===== config.mk =====
export PLATFORM = sky130hd
export DESIGN_NAME = dsc_conv_ctrl
export DESIGN_NICKNAME = d
export VERILOG_FILES = /design/src/inc/dsc_pkg.sv /design/src/hdl/dsc_conv_ctrl.sv
export SDC_FILE = /design/constraint.sdc
export NUM_CORES = 1
export LEC_CHECK = 0
export ABC_AREA = 0
export BUFFER_PORTS_ARGS = -buffer_cell sky130_fd_sc_hd__buf_2
export CAP_MARGIN = 0
export CORE_MARGIN = 2
export CORE_UTILIZATION = 30
export CTS_BUF_LIST = sky130_fd_sc_hd__clkbuf_16
export DETAILED_ROUTE_END_ITERATION = 6
export PLACE_DENSITY = 0.58
export SYNTH_ARGS = -nofsm -noshare
export SYNTH_HDL_FRONTEND = slang
export SYNTH_SLANG_ARGS = --single-unit

===== constraint.sdc =====
create_clock -name mclk_i -period 3.3 [get_ports mclk_i]
set_clock_uncertainty 0.15 [all_clocks]
set_input_delay 0.165 -clock mclk_i [delete_from_list [all_inputs] [get_ports mclk_i]]
set_output_delay 0.165 -clock mclk_i [all_outputs]
set_load 0.02 [all_outputs]

===== src/inc/dsc_pkg.sv =====
// dsc_pkg: constants and types for the dual-slope conversion control block
// Functional notes
// - gate high repeats 8192-clock conversion cycles
// - phases run zeroing, integrate, de-integrate, clear
// - zeroing grounds inputs, charges reference, closes loop
// - integrate connects inputs for 2048 clocks
// - comparator sampled at integrate end gives sign
// - reference connected opposite to measured sign
// - de-integrate clocks counted into 12-bit latches
// - clear phase only after over range, max 1024
// - clear phase disconnects inputs, feeds comparator back
// - status rises when integrate begins
// - status falls half clock after latch, one master clock in rc mode
// - latched data frozen while status low
// - mode low: byte pins gate latched bytes
// - mode pulse sends two bytes then direct
// - mode held high sends bytes every cycle
// - gate low halts seven counts before integrate
// - crystal mode divides oscillator by 58
// - handshake turns byte enables into flag outputs
package dsc_pkg;
    // conversion frame, in conversion clocks
    localparam int CONV_CYCLE_CLKS = 8192;
    localparam int INTEG_CLKS = 2048;
    localparam int FULL_SCALE_CLKS = 4096;
    localparam int CLEAR_MAX_CLKS = 1024;
    localparam int HOLD_LEAD_CLKS = 7;
    localparam logic [12:0] INT_END = 13'(INTEG_CLKS);
    localparam logic [12:0] DEINT_END = 13'(INTEG_CLKS + FULL_SCALE_CLKS);
    localparam logic [12:0] CLEAR_END = 13'(INTEG_CLKS + FULL_SCALE_CLKS + CLEAR_MAX_CLKS);
    localparam logic [11:0] MAG_FULL = 12'(FULL_SCALE_CLKS - 1);
    // oscillator scaling, in master clocks
    localparam int OSC_DIV_XTAL = 58;
    localparam logic [4:0] HALF_XTAL = 5'(OSC_DIV_XTAL / 2);
    localparam logic [4:0] HALF_RC = 5'h01;
    // reset values
    localparam logic [6:0] PIN_SYNC_RST = 7'h70;
    localparam logic CTRL_RST = 1'b0;
    // register map
    localparam logic [7:0] ADR_CTRL = 8'h00;
    localparam logic [7:0] ADR_RESULT = 8'h04;
    localparam logic [7:0] ADR_STATE = 8'h08;
    // field positions
    localparam int CTRL_OSC_BIT = 0;
    localparam int RES_SIGN_BIT = 12;
    localparam int RES_OVER_BIT = 13;
    localparam int ST_STATUS_BIT = 0;
    localparam int ST_PHASE_LSB = 1;
    localparam int ST_HS_BIT = 3;
    typedef enum {PH_ZERO, PH_INTEG, PH_DEINT, PH_CLEAR} dsc_phase_t;
    typedef enum {HS_IDLE, HS_WAIT_HI, HS_LOAD_HI, HS_HOLD_HI,
                  HS_WAIT_LO, HS_LOAD_LO, HS_HOLD_LO} dsc_hs_t;
endpackage


===== src/hdl/dsc_conv_ctrl.sv =====
// dsc_conv_ctrl: dual-slope sequencer, result latches, output modes, wishbone regs
//
// Implementation choices: the address map and register access over Wishbone.
`timescale 1ns/10ps
module dsc_conv_ctrl import dsc_pkg::*; #(
    parameter int CYCLE_CLKS = CONV_CYCLE_CLKS
) (
    // clock and reset
    input wire logic mclk_i,
    input wire logic reset_i,
    // wishbone slave
    input wire logic wb_cyc_i,
    input wire logic wb_stb_i,
    input wire logic wb_we_i,
    input wire logic [7:0] wb_adr_i,
    input wire logic [3:0] wb_sel_i,
    input wire logic [31:0] wb_dat_i,
    output logic [31:0] wb_dat_o,
    output logic wb_ack_o,
    // control pins
    input wire logic run_gate_i,
    input wire logic mode_i,
    input wire logic send_i,
    input wire logic comparator_i,
    output logic status_o,
    // byte control pins, two-way
    input wire logic ce_load_i,
    output logic ce_load_o,
    output logic ce_load_oe_o,
    input wire logic high_byte_enable_i,
    output logic high_byte_enable_o,
    output logic high_byte_enable_oe_o,
    input wire logic low_byte_enable_i,
    output logic low_byte_enable_o,
    output logic low_byte_enable_oe_o,
    // result bytes
    output logic [7:0] low_byte_o,
    output logic low_byte_oe_o,
    output logic [5:0] high_byte_o,
    output logic high_byte_oe_o,
    // analog switch controls
    output logic zeroing_phase_o,
    output logic signal_connect_o,
    output logic reference_deintegrate_phase_o,
    output logic ref_polarity_o,
    output logic integrator_clear_phase_o,
    output logic ref_charge_o,
    output logic comp_feedback_o
);
    localparam logic [12:0] CYC_LAST = 13'(CYCLE_CLKS - 1);
    localparam logic [12:0] HOLD_POINT = 13'(CYCLE_CLKS - HOLD_LEAD_CLKS);
    localparam int HALF_DLY = OSC_DIV_XTAL / 2;

    logic [6:0] sync1_r, sync1_nxt, sync2_r, sync2_nxt;
    logic mode_d_r, mode_d_nxt;
    logic gate_s, mode_s, send_s, comp_s, ce_s, high_byte_enable_s, low_byte_enable_s, mode_rise;
    logic ack_r, ack_nxt, ctrl_r, ctrl_nxt, osc_rc;
    logic [31:0] dat_r, dat_nxt;
    logic [5:0] div_r, div_nxt;
    logic tick, latch_evt;
    logic [12:0] cyc_r, cyc_nxt;
    dsc_phase_t phase_r, phase_nxt;
    logic sign_r, sign_nxt, crossed_r, crossed_nxt, over_r, over_nxt;
    logic status_r, status_nxt;
    logic [4:0] fall_r, fall_nxt;
    logic [11:0] de_cnt_r, de_cnt_nxt, mag_r, mag_nxt;
    logic rsign_r, rsign_nxt, rover_r, rover_nxt;
    dsc_hs_t hs_r, hs_nxt;
    logic hi_hs, lo_hs, pin_oe_r, pin_oe_nxt, ce_r, ce_nxt;
    logic high_byte_enable_r, high_byte_enable_nxt, low_byte_enable_r, low_byte_enable_nxt, hi_oe_r, hi_oe_nxt, lo_oe_r, lo_oe_nxt;

    function automatic dsc_phase_t phase_at(input logic [12:0] c, input logic ovr);
        if (c < INT_END) return PH_INTEG;
        if (c < DEINT_END) return PH_DEINT;
        if (ovr && c < CLEAR_END) return PH_CLEAR;
        return PH_ZERO;
    endfunction

    // two-flop synchronisers; edge detect reads only the second stage
    always_comb begin
        sync1_nxt = {low_byte_enable_i, high_byte_enable_i, ce_load_i, comparator_i,
                     send_i, mode_i, run_gate_i};
        sync2_nxt = sync1_r;
        mode_d_nxt = sync2_r[1];
    end
    always_ff @(posedge mclk_i or posedge reset_i) begin
        if (reset_i) begin
            sync1_r <= PIN_SYNC_RST;
            sync2_r <= PIN_SYNC_RST;
            mode_d_r <= 1'b0;
        end else begin
            sync1_r <= sync1_nxt;
            sync2_r <= sync2_nxt;
            mode_d_r <= mode_d_nxt;
        end
    end
    assign {low_byte_enable_s, high_byte_enable_s, ce_s, comp_s, send_s, mode_s, gate_s} = sync2_r;
    assign mode_rise = mode_s & ~mode_d_r;

    // wishbone: ack one cycle after the strobe, dropped the cycle after
    always_comb begin
        ack_nxt = wb_cyc_i & wb_stb_i & ~ack_r;
        ctrl_nxt = ctrl_r;
        dat_nxt = dat_r;
        if (ack_nxt) begin
            dat_nxt = 32'h0000_0000;
            case (wb_adr_i)
                ADR_CTRL: begin
                    dat_nxt[CTRL_OSC_BIT] = ctrl_r;
                    if (wb_we_i && wb_sel_i[0]) ctrl_nxt = wb_dat_i[CTRL_OSC_BIT];
                end
                ADR_RESULT: begin
                    dat_nxt[11:0] = mag_r;
                    dat_nxt[RES_SIGN_BIT] = rsign_r;
                    dat_nxt[RES_OVER_BIT] = rover_r;
                end
                ADR_STATE: begin
                    dat_nxt[ST_STATUS_BIT] = status_r;
                    dat_nxt[ST_PHASE_LSB +: 2] = 2'(phase_r);
                    dat_nxt[ST_HS_BIT] = (hs_r != HS_IDLE);
                end
                default: dat_nxt = 32'h0000_0000; // unmapped reads zero, writes dropped
            endcase
        end
    end
    always_ff @(posedge mclk_i or posedge reset_i) begin
        if (reset_i) begin
            ack_r <= 1'b0;
            ctrl_r <= CTRL_RST;
            dat_r <= 32'h0000_0000;
        end else begin
            ack_r <= ack_nxt;
            ctrl_r <= ctrl_nxt;
            dat_r <= dat_nxt;
        end
    end
    assign wb_ack_o = ack_r;
    assign wb_dat_o = dat_r;
    assign osc_rc = ctrl_r;

    // conversion clock tick: every master clock in rc mode, else one in 58
    assign tick = osc_rc | (div_r == 6'(OSC_DIV_XTAL - 1));

    // sequencer, de-integrate counter and result latches
    always_comb begin
        div_nxt = (osc_rc || tick) ? 6'h00 : div_r + 6'h01;
        cyc_nxt = cyc_r;
        phase_nxt = phase_r;
        sign_nxt = sign_r;
        crossed_nxt = crossed_r;
        over_nxt = over_r;
        de_cnt_nxt = de_cnt_r;
        status_nxt = status_r;
        fall_nxt = fall_r;
        mag_nxt = mag_r;
        rsign_nxt = rsign_r;
        rover_nxt = rover_r;
        latch_evt = 1'b0;
        // rc mode has no half period to wait, so one master clock is used
        if (fall_r != 5'h00) begin
            fall_nxt = fall_r - 5'h01;
            if (fall_r == 5'h01) status_nxt = 1'b0;
        end
        if (tick) begin
            if (!(cyc_r == HOLD_POINT && !gate_s)) begin
                cyc_nxt = (cyc_r == CYC_LAST) ? 13'h0000 : cyc_r + 13'h0001;
            end
            if (phase_r == PH_DEINT && !crossed_r) begin
                if (comp_s != sign_r || de_cnt_r == MAG_FULL) begin
                    latch_evt = 1'b1;
                    crossed_nxt = 1'b1;
                    over_nxt = (comp_s == sign_r);
                end else begin
                    de_cnt_nxt = de_cnt_r + 12'h001;
                end
            end
            if (phase_r == PH_INTEG && cyc_nxt == INT_END) begin
                sign_nxt = comp_s;
                de_cnt_nxt = 12'h000;
                crossed_nxt = 1'b0;
                over_nxt = 1'b0;
            end
            phase_nxt = phase_at(cyc_nxt, over_nxt);
            if (phase_r != PH_INTEG && phase_nxt == PH_INTEG) status_nxt = 1'b1;
        end
        // latches frozen while a handshake output cycle runs
        if (latch_evt) begin
            fall_nxt = osc_rc ? HALF_RC : HALF_XTAL;
            if (hs_r == HS_IDLE) begin
                mag_nxt = (comp_s != sign_r) ? de_cnt_r : MAG_FULL;
                rsign_nxt = sign_r;
                rover_nxt = over_nxt;
            end
        end
    end
    always_ff @(posedge mclk_i or posedge reset_i) begin
        if (reset_i) begin
            div_r <= 6'h00;
            cyc_r <= CLEAR_END;
            phase_r <= PH_ZERO;
            sign_r <= 1'b0;
            crossed_r <= 1'b0;
            over_r <= 1'b0;
            de_cnt_r <= 12'h000;
            status_r <= 1'b0;
            fall_r <= 5'h00;
            mag_r <= 12'h000;
            rsign_r <= 1'b0;
            rover_r <= 1'b0;
        end else begin
            div_r <= div_nxt;
            cyc_r <= cyc_nxt;
            phase_r <= phase_nxt;
            sign_r <= sign_nxt;
            crossed_r <= crossed_nxt;
            over_r <= over_nxt;
            de_cnt_r <= de_cnt_nxt;
            status_r <= status_nxt;
            fall_r <= fall_nxt;
            mag_r <= mag_nxt;
            rsign_r <= rsign_nxt;
            rover_r <= rover_nxt;
        end
    end

    // analog switch decode of the registered phase and sign
    assign zeroing_phase_o = (phase_r == PH_ZERO);
    assign signal_connect_o = (phase_r == PH_INTEG);
    assign reference_deintegrate_phase_o = (phase_r == PH_DEINT);
    assign ref_polarity_o = ~sign_r;
    assign integrator_clear_phase_o = (phase_r == PH_CLEAR);
    assign ref_charge_o = (phase_r == PH_ZERO) | (phase_r == PH_CLEAR);
    assign comp_feedback_o = (phase_r == PH_CLEAR);
    assign status_o = status_r;

    // handshake output cycle and byte pin control
    always_comb begin
        hs_nxt = hs_r;
        if (hs_r == HS_IDLE) begin
            if (mode_rise || (latch_evt && mode_s)) hs_nxt = HS_WAIT_HI;
        end else if (tick) begin
            case (hs_r)
                HS_WAIT_HI: if (send_s) hs_nxt = HS_LOAD_HI;
                HS_LOAD_HI: hs_nxt = HS_HOLD_HI;
                HS_HOLD_HI: hs_nxt = HS_WAIT_LO;
                HS_WAIT_LO: if (send_s) hs_nxt = HS_LOAD_LO;
                HS_LOAD_LO: hs_nxt = HS_HOLD_LO;
                default: hs_nxt = HS_IDLE;
            endcase
        end
        hi_hs = (hs_nxt == HS_LOAD_HI) || (hs_nxt == HS_HOLD_HI);
        lo_hs = (hs_nxt == HS_LOAD_LO) || (hs_nxt == HS_HOLD_LO);
        pin_oe_nxt = (hs_nxt != HS_IDLE) || mode_s;
        ce_nxt = !((hs_nxt == HS_LOAD_HI) || (hs_nxt == HS_LOAD_LO));
        high_byte_enable_nxt = !hi_hs;
        low_byte_enable_nxt = !lo_hs;
        hi_oe_nxt = hi_hs || (!pin_oe_nxt && !ce_s && !high_byte_enable_s);
        lo_oe_nxt = lo_hs || (!pin_oe_nxt && !ce_s && !low_byte_enable_s);
    end
    always_ff @(posedge mclk_i or posedge reset_i) begin
        if (reset_i) begin
            hs_r <= HS_IDLE;
            pin_oe_r <= 1'b0;
            ce_r <= 1'b1;
            high_byte_enable_r <= 1'b1;
            low_byte_enable_r <= 1'b1;
            hi_oe_r <= 1'b0;
            lo_oe_r <= 1'b0;
        end else begin
            hs_r <= hs_nxt;
            pin_oe_r <= pin_oe_nxt;
            ce_r <= ce_nxt;
            high_byte_enable_r <= high_byte_enable_nxt;
            low_byte_enable_r <= low_byte_enable_nxt;
            hi_oe_r <= hi_oe_nxt;
            lo_oe_r <= lo_oe_nxt;
        end
    end
    assign ce_load_o = ce_r;
    assign high_byte_enable_o = high_byte_enable_r;
    assign low_byte_enable_o = low_byte_enable_r;
    assign ce_load_oe_o = pin_oe_r;
    assign high_byte_enable_oe_o = pin_oe_r;
    assign low_byte_enable_oe_o = pin_oe_r;
    assign low_byte_o = mag_r[7:0];
    assign high_byte_o = {rover_r, rsign_r, mag_r[11:8]};
    assign high_byte_oe_o = hi_oe_r;
    assign low_byte_oe_o = lo_oe_r;
endmodule // dsc_conv_ctrl


=== After elaboration in Yosys (flattened, before gate mapping) ===
Cells that the tools add are included.

* Add/sub/neg operators: 4
* Magnitude comparators: 3
* Equality and inequality tests: 25
* Mux-type cells: 51
* Bitwise logic cells: 8
* Reduce and logical (&&, ||, !) cells: 42

{| class="wikitable"
|+ Operator list
! cell !! count
|-
| 32-bit two-way mux || 11
|-
| 32-bit by 3-bit equality test with 1-bit output, second input constant || 6
|-
| 32-bit one-hot mux with 5 select lines || 1
|-
| 32-bit by 2-bit equality test with 1-bit output, second input constant || 4
|-
| 32-bit by 4-bit equality test with 1-bit output, second input constant || 2
|-
| 32-bit logical NOT || 2
|-
| 32-bit nonzero test || 2
|-
| 12-bit two-way mux || 4
|-
| 13-bit two-way mux || 3
|-
| 32-bit by 1-bit equality test with 1-bit output, second input constant || 1
|-
| 32-bit by 2-bit inequality test with 1-bit output, second input constant || 1
|-
| 13-bit equality test, second input constant || 2
|-
| 13-bit < comparator, second input constant || 2
|-
| 1-bit two-way mux || 25
|-
| 5-bit two-way mux || 3
|-
| 13-bit by 1-bit adder with 13-bit output, second input constant || 1
|-
| 13-bit by 12-bit equality test with 1-bit output, second input constant || 1
|-
| 13-bit by 12-bit < comparator with 1-bit output, second input constant || 1
|-
| 12-bit by 1-bit adder with 12-bit output, second input constant || 1
|-
| 12-bit equality test, second input constant || 1
|-
| 1-bit logical AND || 10
|-
| 10-bit two-way mux || 1
|-
| 1-bit logical NOT || 9
|-
| 1-bit logical OR || 9
|-
| other kinds (20) || 30
|}

* Flip-flop bits (word level): 155
* Input bits: 56
* Output and inout port bits: 63
* Logic and storage cells: 158

=== Logic depth before layout (Yosys ltp) ===
* Depth after elaboration: 21
* Gate-level depth with buffers: 9
* Mapped depth without buffers: 8

=== Least setup slack after synthesis ===
Ideal clock, no wire load.

* Path type: flip-flop to flip-flop
* Start: reg cyc_r[0]
* End: reg sign_r
* Data arrival time: 2,290 ps
* Data required time: 3,022 ps
* Setup slack: 733 ps
* Cell stages (with the launch flop): 8
* Buffers on the path: 0
* Path through: dfrtp_1 -> ha_1 -> and4_1 -> nand4_4 -> a2111oi_1 -> nor3_1 -> nor4_4 -> mux2_1

* Longest elaborated chain between the ends: 7
* Elaborated cells between the ends (all ways): 10
* Classes of those cells: 1 x add/sub; 3 x eq/ne; 3 x mux; 3 x reduce/logical

{| class="wikitable"
|+ RTL lines
! item !! RTL line !! RTL
|-
| from (decl) || dsc_conv_ctrl.sv:61 || <nowiki>logic [12:0] cyc_r, cyc_nxt;</nowiki>
|-
| from (signal assigned) || dsc_conv_ctrl.sv:212 || <nowiki>cyc_r <= cyc_nxt;</nowiki>
|-
| 13-bit by 1-bit adder with 13-bit output, or another cell as far along || dsc_conv_ctrl.sv:166 || <nowiki>cyc_nxt = (cyc_r == CYC_LAST) ? 13'h0000 : cyc_r + 13'h0001;</nowiki>
|-
| 13-bit two-way mux or 1-bit logical AND (tied branches) || dsc_conv_ctrl.sv:166, dsc_conv_ctrl.sv:165 ||
|-
| 13-bit two-way mux * || dsc_conv_ctrl.sv:165 || <nowiki>if (!(cyc_r == HOLD_POINT && !gate_s)) begin</nowiki>
|-
| 13-bit two-way mux * || dsc_conv_ctrl.sv:164 || <nowiki>if (tick) begin</nowiki>
|-
| 13-bit by 12-bit equality test with 1-bit output * || dsc_conv_ctrl.sv:177 || <nowiki>if (phase_r == PH_INTEG && cyc_nxt == INT_END) begin</nowiki>
|-
| 1-bit logical AND * || dsc_conv_ctrl.sv:177 ||
|-
| 2-bit AND reduction (no line) * || - ||
|-
| to (signal assigned) || dsc_conv_ctrl.sv:214 || <nowiki>sign_r <= sign_nxt;</nowiki>
|-
| to (decl) || dsc_conv_ctrl.sv:63 || <nowiki>logic sign_r, sign_nxt, crossed_r, crossed_nxt, over_r, over_nxt;</nowiki>
|}

Mark *: on every way between the ends. The rest lies on a longest branch, timed or not. The select of a mux whose other input is x is not followed.
A chain may end at the register's enable or synchronous reset.

=== Worst setup path after layout ===
Same ends and word-level chain as after synthesis.

==> results.cfg <==
[placement]
gp_congestion = 0.763
portBuffers = 66
hpwl_um = 8550

[yosys]
yosysTopAreaCellShare_pct = 48.4
synthArstFlopShare_pct = 100
ys_warn_count = 0
synthTopCellsByArea = dfrtp_1, dfstp_2, nand2_1, nor2_1, and2_1
synth_cell_types = 65
yosysSeqAreaShare_pct = 53.8
synthTopCellsByCount = dfrtp_1, nand2_1, nor2_1, and2_1, o21ai_0
synth-edff-count = 0
synth_cells = 579
postSynthAreaPerCell_um2 = 10.1
yosys_most_used_dff = dfrtp_1
syn-cell-area_mm2 = 0.00584
yosysMostFrequentCell = dfrtp_1
synth_top_area_cell = dfrtp_1
synth-seq-cells = 125

[clock_tree]
h-tree-depth = 4
clock_sinks = 125
clk_pin_slew_ns = 0.06
clk_latency_ns = 0.42
root_buffer = clkbuf_16
cts_tree = done
clockBufferDepth = 2
cts_buffers = 17

[critical_path]
arrival_ns = 2.94
r2r-start = cyc_r[0]$_DFFE_PP0N_
endpoint_kind = register
cp-start-kind = register
crit_family = simple AND/OR/NAND/NOR gates
critPathBufInv = 0
critPathKind = register to register
cp_slowest_stage_delay_ns = 0.46
r2r_slack_ns = 0.50
crit_chain = ha_1, and4_1, nand4_4, a2111oi_1, nor3_1, nor4_4, mux2_1
crit_start = cyc_r[0]$_DFFE_PP0N_
required_ns = 3.45
cp_max_fo = 8
cp_slowest_cell = dfrtp_1

[detailed_routing]
routed_via_density = 4.50
remaining_drc_errors = 0
first_iter_violations = 219
vias = 4216
ant_nets = 0
wire_per_inst_um = 13.0
wl_met2_um = 5380
met3_length_um = 554
dr.pass1.iters = 4
wl_met1_um = 6020
wirelength_um = 12100
top_layer = met4

[timing]
finalCriticalPeriod_ns = 2.80
hold_ws_ns = 0.0523
post-route-period-util_pct = 84.8
slew_violations = 0
tns_ns = 0
worst_pin_slew_ns = 0.861
finalHoldViolCount = 0
finalSetupViolCount = 0
fmax_ghz = 0.357
rsz0062_at_grt = false
slew_headroom_pct = 42.5

[power_and_ir_drop]
ir_worst_vdd_v = 0.000373
p_per_area_mw_per_mm2 = 643
power.leakage_nw = 3.38

[global_route]
grt_pass1_vias = 4064
antenna_found_initial = 0
gr-total-overflow = 0
grt_pass1_wl_um = 20600
grt_max_degree = 50
grt_usage_pct = 12.9

[hold_path]
hold_class = primary input to register
min_from = wb_adr_i[2]

[run]
max-cap-violations = 0

[finish]
synthToLayoutAreaGrowth_pct = 22.1
layout-drive-gt1-share_pct = 21.0
fin_nets = 726
n_antenna_cell = 0

[floorplan]
io-pin-count = 119
die_x_um = 144
fp.dieH_um = 144
core_area_mm2 = 0.0193
die-area_mm2 = 0.0206
initial_utilization_pct = 30.3
rows = 51

[status]
status = completed
==> metrics by stage <==
step	setup WS (ns)	total power, W	std cells	utilization (%)	area (um2)
6_report	0.502	0.00459	936	37.0	7140
5_1_grt	0.221	0.00485	936	37.0	7140
4_1_cts	0.477	0.00467	936	37.0	7140
3_5_place_dp	0.491	0.00269	894	33.3	6420
3_3_place_gp	0.517	0.00268	894	33.3	6420
2_1_floorplan	0.733	0.00246	596	-	5910
==> area by class of cell <==
cell class                      instances  area (um2)
Multi-Input combinational cell        406        2430
Inverter                               17        67.6
Clock buffer                           17         425
Timing Repair Buffer                   91         556
Fill cell                            1950       12100
Tap cell                              265         332
Sequential cell                       125        3140
Clock inverter                         15         188
==> cell families after synthesis <==
family          after synthesis  synth area share, %
compound gates               84                 9.66
xor+xnor                     23                 3.45
buf+inv                      65                 5.87
flops                       125                 53.8
fa+ha+maj                    12                 2.57
mux                           5                0.942
simple gates                264                 23.7
other cells                   1               0.0642
==> layout by cell type, fill, tap and decap left out, types with 4 or more instances in the layout <==
cell and n:
nor3_1 15, a21oi_1 10, o31ai_1 8, buf_2 66, nand3_1 25, xor2_1 15
nor2_1 58, a31oi_1 5, dfrtp_1 113, buf_4 14, dlygate4sd3_1 10, and3_1 4
nand4_1 13, a21o_1 4, nor3b_1 4, dfstp_2 12, a211oi_1 5, nor4_1 13
xnor2_1 8, clkinv_4 5, ha_1 12, o21ai_0 30, inv_1 15, nand2_1 64
and2_1 34, nand2b_1 8, conb_1 18, clkbuf_16 17
==> state kept, by name, summed over array words and instances, names as in the netlist, 2 cells and up <==
name and cells:
div_r 6, sync2_r 7, fall_r 5, sync1_r 7, wb_dat_o 14, phase_r 2, de_cnt_r 12, mag_r 12
hs_r 32, cyc_r 13
==> what timing repair did <==
action	CTS	global route
endpoints found under the setup margin	0	0
setup buffers	0	0
hold endpoints to repair	36	0
gates resized for setup	0	0
hold buffers	10	0
==> power breakdown <==
| group | internal, W | leakage, nW | switching [W] | total (W) |
|---|---|---|---|---|
| registers | 0.00170 | 1.64 | 0.000164 | 0.00186 |
| clock network | 0.00120 | 0.298 | 0.000725 | 0.00192 |
| logic | 0.000321 | 1.45 | 0.000484 | 0.000804 |
| total | 0.00322 | 3.38 | 0.00137 | 0.00459 |
==> final timing paths <==
| check | endpoint | cells after the start |
|---|---|---|
| worst min-delay path | wb_dat_o[0]$_DFFE_PP0P_ | 5 |
| max in group asynchronous | cyc_r[11]$_DFFE_PP1N_ | 4 |
| min in group asynchronous | sync2_r[2]$_DFF_PP0_ | 3 |
| worst max register to register | sign_r$_DFFE_PP0P_ | 7 |
| worst min register to register | sync2_r[3]$_DFF_PP0_ | 0 |
| worst max-delay path | sign_r$_DFFE_PP0P_ | 7 |
==> worst reg2reg max path, cell delays in order, from the launching register on <==
cell       delay [ns]
dfrtp_1          0.46
ha_1             0.28
and4_1           0.26
nand4_4          0.16
a2111oi_1        0.41
nor3_1           0.20
nor4_4           0.40
mux2_1           0.36
==> layer usage <==
layer | GRT usage, % | vias up
li1 | - | 2134
met1 | 17.6 | 1974
met2 | 18.9 | 92
met3 | 3.77 | 16
met4 | 5.52 | 0
met5 | 0 | -
(Power assumes the default switching activity.)
